File: config.mk
export PLATFORM = sky130hd
export DESIGN_NAME = pfd_regs
export DESIGN_NICKNAME = d
export VERILOG_FILES = /design/src/pfd_pkg.sv /design/src/pfd_wr_if.sv /design/src/pfd_regs.sv /design/src/pfd_reg_cell.sv
export SDC_FILE = /design/constraint.sdc
export NUM_CORES = 1
export LEC_CHECK = 0
export ABC_AREA = 1
export BUFFER_PORTS_ARGS = -buffer_cell sky130_fd_sc_hd__buf_4
export CAP_MARGIN = 20
export CORE_MARGIN = 3
export CORE_UTILIZATION = 59
export DETAILED_ROUTE_END_ITERATION = 8
export HOLD_SLACK_MARGIN = 0.05
export PLACE_DENSITY = 0.88
export SYNTH_ARGS = -nofsm -noshare
export SYNTH_HDL_FRONTEND = slang
export SYNTH_HIERARCHICAL = 1
export SYNTH_SLANG_ARGS = --single-unit
File: constraint.sdc
create_clock -name pclk -period 3.6 [get_ports pclk]
set_clock_uncertainty 0.1 [all_clocks]
set_input_delay 0.18 -clock pclk [delete_from_list [all_inputs] [get_ports pclk]]
set_output_delay 0.18 -clock pclk [all_outputs]
set_load 0.05 [all_outputs]
File: src/pfd_pkg.sv
// Offsets, reset values and field layout of the pin function and drive registers
package pfd_pkg;
	localparam int          PFD_NREG           = 7;
	localparam int          PFD_ADDR_W         = 12;
	localparam int          PFD_FIELD_W        = 4;
	localparam int          PFD_PINS_PER_REG   = 8;
	localparam int          PFD_MEM_FIELD_W    = 2;
	localparam int          PFD_PORTB_CODE_W   = 3;

	// Register indices
	localparam int          PFD_IDX_E_HIGH     = 0;
	localparam int          PFD_IDX_F_LOW      = 1;
	localparam int          PFD_IDX_F_HIGH     = 2;
	localparam int          PFD_IDX_G_LOW      = 3;
	localparam int          PFD_IDX_G_HIGH     = 4;
	localparam int          PFD_IDX_MEM_DS     = 5;
	localparam int          PFD_IDX_B_LOW_DS   = 6;

	// Byte offsets from the system block base
	localparam logic [11:0] PFD_OFS_E_HIGH     = 12'h094;
	localparam logic [11:0] PFD_OFS_F_LOW      = 12'h098;
	localparam logic [11:0] PFD_OFS_F_HIGH     = 12'h09C;
	localparam logic [11:0] PFD_OFS_G_LOW      = 12'h0A0;
	localparam logic [11:0] PFD_OFS_G_HIGH     = 12'h0A4;
	localparam logic [11:0] PFD_OFS_MEM_DS     = 12'h0F0;
	localparam logic [11:0] PFD_OFS_B_LOW_DS   = 12'h0F4;

	// Reset values
	localparam logic [31:0] PFD_RST_ZERO       = 32'h0000_0000;
	localparam logic [31:0] PFD_RST_G_HIGH     = 32'h0000_0000;
	localparam logic [31:0] PFD_RST_B_LOW_DS   = 32'h4444_4444;

	// Implemented bits; reserved bits hold and read zero
	localparam logic [31:0] PFD_MASK_FULL      = 32'hFFFF_FFFF;
	localparam logic [31:0] PFD_MASK_HIGH5     = 32'h000F_FFFF;
	localparam logic [31:0] PFD_MASK_MEM_DS    = 32'h0000_00FF;

	// Memory pad strength fields
	localparam int          PFD_MEM_DATA_LSB   = 6;
	localparam int          PFD_MEM_ADDR_LSB   = 4;
	localparam int          PFD_MEM_CTRL_LSB   = 2;
	localparam int          PFD_MEM_CLK_LSB    = 0;
	localparam logic [1:0]  PFD_MEM_REDUCED    = 2'h1;
	localparam logic [1:0]  PFD_MEM_FULL       = 2'h3;
endpackage

File: src/pfd_wr_if.sv
// Write path from the bus slave to the register cells
`timescale 1ns/10ps
interface pfd_wr_if;
	logic [31:0] wdata;
	logic [6:0]  wr_en;

	modport src (output wdata, output wr_en);
	modport dst (input wdata, input wr_en);
endinterface

File: src/pfd_regs.sv
// Pin function select and pad drive strength register bank on APB
// Behaviour
// RULE1 - Each pin has 4-bit select, pin n at 4n
// RULE2 - Port E high covers pins 8-12 only
// RULE3 - Port F high covers pins 8-12 only
// RULE4 - Port G high covers pins 8-15, low bits reset zero
// RULE5 - Other select registers reset zero, read/write
// RULE6 - Memory data pad strength at bits 7:6
// RULE7 - Memory address pad strength at bits 5:4
// RULE8 - Memory control pad strength at bits 3:2
// RULE9 - Memory clock pad strength at bits 1:0
// RULE10 - Memory strength resets zero, upper bits reserved
// RULE11 - Port B pins 0-7 get 3-bit strength code
// RULE12 - Port B strength resets to code 100 everywhere
// RULE13 - Reads return written fields, reserved read zero
`timescale 1ns/10ps
module pfd_regs import pfd_pkg::*; (
	input  wire logic        pclk,
	input  wire logic        presetn,
	input  wire logic        psel,
	input  wire logic        penable,
	input  wire logic        pwrite,
	input  wire logic [11:0] paddr,
	input  wire logic [31:0] pwdata,
	output      logic [31:0] prdata,
	output      logic        pready,
	output      logic        pslverr,
	output      logic [31:0] port_e_high_function_select,
	output      logic [31:0] port_f_low_function_select,
	output      logic [31:0] port_f_high_function_select,
	output      logic [31:0] port_g_low_function_select,
	output      logic [31:0] port_g_high_function_select,
	output      logic [1:0]  mem_data_pad_strength,
	output      logic [1:0]  mem_address_pad_strength,
	output      logic [1:0]  mem_control_pad_strength,
	output      logic [1:0]  mem_clock_pad_strength,
	output      logic [23:0] port_b_pin_strength
);
	pfd_wr_if wr ();

	logic [31:0] regs_q [PFD_NREG];
	logic [31:0] prdata_q;
	logic        pready_q;
	logic        pslverr_q;
	logic [6:0]  hit;
	logic        mapped;
	logic [31:0] rd_mux;
	logic        access;

	// Address decode
	always_comb begin
		hit = 7'h00;
		unique case (paddr)
			PFD_OFS_E_HIGH:   hit[PFD_IDX_E_HIGH]   = 1'b1;
			PFD_OFS_F_LOW:    hit[PFD_IDX_F_LOW]    = 1'b1;
			PFD_OFS_F_HIGH:   hit[PFD_IDX_F_HIGH]   = 1'b1;
			PFD_OFS_G_LOW:    hit[PFD_IDX_G_LOW]    = 1'b1;
			PFD_OFS_G_HIGH:   hit[PFD_IDX_G_HIGH]   = 1'b1;
			PFD_OFS_MEM_DS:   hit[PFD_IDX_MEM_DS]   = 1'b1;
			PFD_OFS_B_LOW_DS: hit[PFD_IDX_B_LOW_DS] = 1'b1;
			default:          hit = 7'h00;
		endcase
	end

	assign mapped = |hit;

	always_comb begin
		rd_mux = 32'h0000_0000;
		for (int i = 0; i < PFD_NREG; i++) begin
			if (hit[i]) begin
				rd_mux = regs_q[i]; // [RULE13]
			end
		end
	end

	// One wait state keeps pready and prdata straight from flops
	assign access   = psel & penable;
	assign wr.wdata = pwdata;
	assign wr.wr_en = (access & pready_q & pwrite) ? hit : 7'h00; // [RULE5]

	always_ff @(posedge pclk or negedge presetn) begin
		if (!presetn) begin
			pready_q <= 1'b0;
		end else begin
			pready_q <= access & ~pready_q;
		end
	end

	always_ff @(posedge pclk or negedge presetn) begin
		if (!presetn) begin
			prdata_q  <= 32'h0000_0000;
			pslverr_q <= 1'b0;
		end else if (access & ~pready_q) begin
			prdata_q  <= pwrite ? 32'h0000_0000 : rd_mux;
			pslverr_q <= ~mapped;
		end else begin
			prdata_q  <= 32'h0000_0000;
			pslverr_q <= 1'b0;
		end
	end

	assign prdata  = prdata_q;
	assign pready  = pready_q;
	assign pslverr = pslverr_q;

	// Select registers; high halves of E and F keep bits 31:20 reserved
	pfd_reg_cell #(.IDX(PFD_IDX_E_HIGH), .RST_VAL(PFD_RST_ZERO), .MASK(PFD_MASK_HIGH5)) u_e_high ( // [RULE2]
		.pclk    (pclk),
		.presetn (presetn),
		.wr      (wr),
		.value_q (regs_q[PFD_IDX_E_HIGH])
	);
	pfd_reg_cell #(.IDX(PFD_IDX_F_LOW), .RST_VAL(PFD_RST_ZERO), .MASK(PFD_MASK_FULL)) u_f_low ( // [RULE1]
		.pclk    (pclk),
		.presetn (presetn),
		.wr      (wr),
		.value_q (regs_q[PFD_IDX_F_LOW])
	);
	pfd_reg_cell #(.IDX(PFD_IDX_F_HIGH), .RST_VAL(PFD_RST_ZERO), .MASK(PFD_MASK_HIGH5)) u_f_high ( // [RULE3]
		.pclk    (pclk),
		.presetn (presetn),
		.wr      (wr),
		.value_q (regs_q[PFD_IDX_F_HIGH])
	);
	pfd_reg_cell #(.IDX(PFD_IDX_G_LOW), .RST_VAL(PFD_RST_ZERO), .MASK(PFD_MASK_FULL)) u_g_low ( // [RULE5]
		.pclk    (pclk),
		.presetn (presetn),
		.wr      (wr),
		.value_q (regs_q[PFD_IDX_G_LOW])
	);
	// Undefined upper reset bits are pinned to zero for determinism
	pfd_reg_cell #(.IDX(PFD_IDX_G_HIGH), .RST_VAL(PFD_RST_G_HIGH), .MASK(PFD_MASK_FULL)) u_g_high ( // [RULE4]
		.pclk    (pclk),
		.presetn (presetn),
		.wr      (wr),
		.value_q (regs_q[PFD_IDX_G_HIGH])
	);
	// Reserved codes are stored as written; software must pick 01 or 11
	pfd_reg_cell #(.IDX(PFD_IDX_MEM_DS), .RST_VAL(PFD_RST_ZERO), .MASK(PFD_MASK_MEM_DS)) u_mem_ds ( // [RULE10]
		.pclk    (pclk),
		.presetn (presetn),
		.wr      (wr),
		.value_q (regs_q[PFD_IDX_MEM_DS])
	);
	pfd_reg_cell #(.IDX(PFD_IDX_B_LOW_DS), .RST_VAL(PFD_RST_B_LOW_DS), .MASK(PFD_MASK_FULL)) u_b_ds ( // [RULE12]
		.pclk    (pclk),
		.presetn (presetn),
		.wr      (wr),
		.value_q (regs_q[PFD_IDX_B_LOW_DS])
	);

	// Pad controls come straight from the register flops
	assign port_e_high_function_select = regs_q[PFD_IDX_E_HIGH];
	assign port_f_low_function_select  = regs_q[PFD_IDX_F_LOW];
	assign port_f_high_function_select = regs_q[PFD_IDX_F_HIGH];
	assign port_g_low_function_select  = regs_q[PFD_IDX_G_LOW];
	assign port_g_high_function_select = regs_q[PFD_IDX_G_HIGH];

	assign mem_data_pad_strength    = regs_q[PFD_IDX_MEM_DS][PFD_MEM_DATA_LSB +: PFD_MEM_FIELD_W]; // [RULE6]
	assign mem_address_pad_strength = regs_q[PFD_IDX_MEM_DS][PFD_MEM_ADDR_LSB +: PFD_MEM_FIELD_W]; // [RULE7]
	assign mem_control_pad_strength = regs_q[PFD_IDX_MEM_DS][PFD_MEM_CTRL_LSB +: PFD_MEM_FIELD_W]; // [RULE8]
	assign mem_clock_pad_strength   = regs_q[PFD_IDX_MEM_DS][PFD_MEM_CLK_LSB +: PFD_MEM_FIELD_W]; // [RULE9]

	// Only the low three bits of each 4-bit field drive the pad
	for (genvar p = 0; p < PFD_PINS_PER_REG; p++) begin : g_pb
		assign port_b_pin_strength[p*PFD_PORTB_CODE_W +: PFD_PORTB_CODE_W] =
			regs_q[PFD_IDX_B_LOW_DS][p*PFD_FIELD_W +: PFD_PORTB_CODE_W]; // [RULE11]
	end
endmodule

File: src/pfd_reg_cell.sv
// One software register with reset value and implemented-bit mask
`timescale 1ns/10ps
module pfd_reg_cell import pfd_pkg::*; #(
	parameter int          IDX      = 0,
	parameter logic [31:0] RST_VAL  = 32'h0000_0000,
	parameter logic [31:0] MASK     = 32'hFFFF_FFFF
) (
	input  wire logic        pclk,
	input  wire logic        presetn,
	pfd_wr_if.dst            wr,
	output      logic [31:0] value_q
);
	// Reserved bits never store, so reads give zero there
	always_ff @(posedge pclk or negedge presetn) begin
		if (!presetn) begin
			value_q <= RST_VAL & MASK;
		end else if (wr.wr_en[IDX]) begin
			value_q <= wr.wdata & MASK; // [RULE13]
		end
	end
endmodule

**Word level (Yosys, flattened, before mapping)**

Cells that the tools add are included.

- Bits in registers: 210
- Output and inout port bits: 226

- Equality and inequality tests: 7
- Multiplexer cells: 18
- Bitwise logic cells: 6
- Reductions and logical operators: 1

Operators by type and width:

| kind | count |
|---|---|
| 32-bit 2-to-1 mux | 8 |
| 12-bit by 8-bit == test with 1-bit output, second input constant | 7 |
| 20-bit 2-to-1 mux | 1 |
| 1-bit 2-to-1 mux | 8 |
| 7-bit 2-to-1 mux | 1 |
| 7-bit OR reduction | 1 |
| 1-bit bitwise AND | 4 |
| 1-bit NOT | 2 |

**Depth between registers and ports, before layout**

- Depth after elaboration: 11
- Gate-level depth with buffers: 14
- Depth with buffers taken out: 12

**Hierarchy**

Netlist, hierarchy kept.

Modules (own cells, without submodules):

| module | instances | cells each | area an instance (um^2) |
|---|---|---|---|
| pfd_regs | 1 | 792 | 4,175.3 |
| pfd_reg_cell at u_f_low ... | 3 | 136 | 1,292.5 |
| pfd_reg_cell at u_e_high ... | 2 | 98 | 860.8 |
| pfd_reg_cell at u_b_ds | 1 | 136 | 1,302.5 |
| pfd_reg_cell at u_mem_ds | 1 | 59 | 489.2 |

**Worst setup path after synthesis**

OpenSTA, ideal clock, no wires.

- Kind: register to register
- Start: register pready_q (netlist: pready)
- End: register u_f_low.value_q[0]
- Data arrival time: 1,680 ps
- Setup slack: 1,702 ps
- Stages on the path, launching flop included: 8
- Path buffers: 2
- Clock period less this slack: 1,898 ps
- Path through: dfrtp_1 nand4_1 nor4_1 buf_6 inv_8 buf_12 nand2_2 nand2_1

- Word-level cells in the longest chain between the ends: 3

Ends and longest elaborated chain:

| what | RTL line | text |
|---|---|---|
| start: declaration | pfd_regs.sv:43 | `logic pready_q;` |
| start signal: assignment | pfd_regs.sv:85 | `pready_q <= access & ~pready_q;` |
| 1-bit bitwise AND (2 in series) | pfd_regs.sv:79 | `assign wr.wr_en = (access & pready_q & pwrite) ? hit : 7'h00;` |
| 7-bit 2-to-1 mux | pfd_regs.sv:79 |  |
| net wr.wr_en[1] | pfd_wr_if.sv:5 | `logic [6:0] wr_en;` |
| end signal: assignment | pfd_reg_cell.sv:16 | `value_q <= RST_VAL & MASK;` |
| end signal: assignment | pfd_reg_cell.sv:18 | `value_q <= wr.wdata & MASK;` |
| end: declaration | pfd_reg_cell.sv:11 | `output logic [31:0] value_q` |

The timed path passes the listed nets, and every way through them passes these cells.
A chain may end at the register's enable or synchronous reset.

**Worst setup path after layout**

- Start: register pready_q (netlist: pready)
- End: register u_f_low.value_q[3]

Same word-level chain as after synthesis.

==> impl_results.md <==
* Total track usage at 0.3446
* CP Capture Type: register
* Net Switching at 0.001195 W
* Antenna Cells at 0
* Routability cong. at 0.9196
* Vias at 11400
* Critical path's largest stage delay at 0.89 ns
* Status: complete, no violations
* Minimum clock period after layout at 2.593 ns
* Die Y at 146.0 um
* Met3 routed WL at 3893 um
* Worst min path class: in2async
* Synth Instances at 1591
* Vias in the first global route at 11021
* CTS Buf Count at 23
* Slew @ Worst Pin at 0.8704 ns
* Dpl cells at 2028
* Crit Path Max Fanout at 13
* Drt total wl at 37790 um
* Crit path DAT at 2.94 ns
* Synth Cell Area at 0.01157 sq mm
* Combinational power share at 0.062
* Initial antenna violation count at 0
* Layout area overhead at 22.94%
* First-pass GRT wire length at 58800 um
* Via density at 5.418
* Routed len/inst at 17.96 um
* M1 WL at 13380 um
* HPWL Detailed at 25440 um
* Pwr dens at 356.2 mW/mm^2
* # setup viols final at 0
* Post-DRT Antenna Nets at 0
* Distinct cells, synth at 29
* Max-slew violation count at 0
* Rows at 50
* Maximum VDD drop at 311.0 uV
* Die X at 146.0 um
* Worst EP required at 3.94 ns
* Internal power at 0.003870 W
* Seq pwr share at 0.467
* CTS Sinks at 210
* Switching part of the total at 0.2359
* Remaining global-route overflow at 0
* Routed wl met2 at 18010 um
* CTS tree: done
* Cell Count, Final, Fillers Out at 2104
* Syn Area/Cell at 7.270 sq um
* Largest net degree at the start of global routing at 108
* Seq/Total Area, Yosys at 0.4552
* CP Buf/Inv Count at 1
* Leakage power at 8.221 nW
* Critical path class: reg2reg
* Pwr Total at 0.005065 W
* Setup tns final at 0 ns
* Max Used Layer: met4
* Core area at 0.01896 sq mm
* Part of the cycle the worst path needs at 0.7203
* Delay-heaviest family, CP: simple AND/OR/NAND/NOR gates
* Clk pwr share at 0.471
* Max Cap Viol at 0
* Crit path cell chain: nand4_1 -> nor4_2 -> buf_4 -> nand2_1 -> nand2_1
* IO Pins at 275
* RSZ-0062 raised after global routing: false
* Clock Path Buffers at 3
* Critical Path Source Type: register
* Drt pass-1 iters at 6
* Worst rel slew slack at 0.4149
* Die area at 0.02132 sq mm
* PortBufs at 250
* H-tree Lvls at 1
* Fmax at 385.7 MHz
* Fraction of layout cells with a size suffix above 1 at 0.2213
* # resized after CTS at 0
* YS warnings at 6
* Slowest stage cell, crit path: nor4_2
* Drc violations at 0
* Endpoints failing hold at 0
* Clock Tree Root: clkbuf_16
* Clk Latency, worst-skew pair at 0.51 ns
* Nets at 1877
* Clock transition at path regs at 0.06 ns
* Yosys reg bits at 210
* Initial Utilization at 0.6102
* Most used cell, CP: nand2_1
* Starting DRC count in detailed routing at 1066
[power by group through the flow]
stage	registers, W	clock network (W)	logic, W
after global routing	0.00236	0.00250	0.000335
after detailed placement	0.00241	0	0.000272
after global placement	0.00241	0	0.000270
final	0.00236	0.00239	0.000313
after CTS	0.00236	0.00240	0.000304
after floorplan	0.00241	0	0.000146
[synthesized netlist by cell type]
library cell	n	area, sq um
nand2_1	775	2909
dfrtp_1	202	5055
inv_1	103	386.6
nor2_1	78	292.8
a21oi_1	64	320.3
nand3_1	63	315.3
buf_4	57	427.9
nand2_2	40	250.2
o21ai_0	34	170.2
or2_2	30	187.7
nand3b_1	29	217.7
buf_2	21	105.1
clkbuf_1	21	78.83
buf_6	17	191.4
clkbuf_8	12	165.2
buf_1	8	30.03
dfstp_2	8	210.2
buf_12	4	80.08
inv_2	4	15.01
inv_8	4	45.04
conb_1	3	11.26
nor3_1	3	15.01
nand4_1	2	12.51
nor2_4	2	22.52
nor4_1	2	12.51
o22ai_1	2	12.51
nor2_2	1	6.260
o2111ai_1	1	8.760
o221a_2	1	11.26
[sequential cells by signal (all words and copies together) (netlist names)]
register / count
u_g_low/value_q: 32
u_g_high/value_q: 32
u_mem_ds/value_q: 8
pready: 1
pslverr: 1
prdata: 32
u_b_ds/value_q: 32
u_f_low/value_q: 32
u_e_high/value_q: 20
u_f_high/value_q: 20
[path summary, 6_finish.rpt]
check,end,from,slack [ns],depth (start not counted)
max in group asynchronous,u_f_low/value_q[24],presetn,2.29,3
min in group pclk,prdata[8],pwrite,0.15,5
worst max-delay path,u_f_low/value_q[3],pready,1.01,5
worst min-delay path,prdata[10],presetn,0.10,2
worst max register to register,u_f_low/value_q[3],pready,1.01,5
worst min register to register,u_b_ds/value_q[19],u_b_ds/value_q[19],0.37,2
[worst register-to-register path, delay by kind of cell (launching register included)]
family / cells / cell delay [ns]
buffers and inverters: 1 / 0.35
DFF: 1 / 0.42
and+or+nand+nor: 4 / 1.67
[placed cells by master (no fill, tap or decap), types with 3 or more instances in the layout]
cell type and instances:
nand2_2 43, dfrtp_1 202, nand3_1 63, inv_1 103, clkbuf_8 6, clkbuf_16 23, nand2_1 772, dlygate4sd3_1 35
conb_1 48, dfstp_2 8, nor2_1 72, inv_8 4, or2_2 30, nand3b_1 29, a21oi_1 64, o21ai_0 34
inv_2 4, nor2_4 6, clkbuf_1 6, buf_4 269, nor2_2 3
[routing by layer]
layer  GRT usage  vias up
met1      0.4196     5276
met3     0.05680      158
met4      0.1985        0
met5           0        -
li1            -     5223
met2      0.5832      743
[per-stage QoR]
step	hold WS, ns	utilization	instance area, sq um	worst slack [ns]
6_report	0.1034	0.7502	14220	1.007
5_1_grt	0.1633	0.7502	14220	0.9220
4_1_cts	0.1175	0.7502	14220	1.038
3_5_place_dp	0.09883	0.6916	13110	1.072
3_3_place_gp	0.09898	0.6916	13110	0.9852
2_1_floorplan	-0.2156	-	11740	1.702
[repair_timing]
item                                   CTS  global route
setup endpoints to repair                0             0
hold buffers                            35             0
buffers inserted                         0             0
endpoints found under the hold margin  239             0
[cell families (layout without fill, tap and decap cells)]
logic type      Yosys count  after routing  synth area share
simple gates           1025           1025            0.3667
flops                   210            210            0.4552
buf+inv                 251            459            0.1319
compound gates          102            102           0.04522
other cells               3             48         0.0009735
[area by class of cell]
type / count / area, sq um
flip-flops and latches: 210 / 5265
multi-input cells: 1175 / 4999
fillers: 1438 / 4736
repair buffers: 307 / 2424
clock buffers: 34 / 666.9
inverters: 111 / 446.7
well taps: 260 / 325.3
clock inverters: 7 / 93.84
Power figures use the tool's default switching activity.
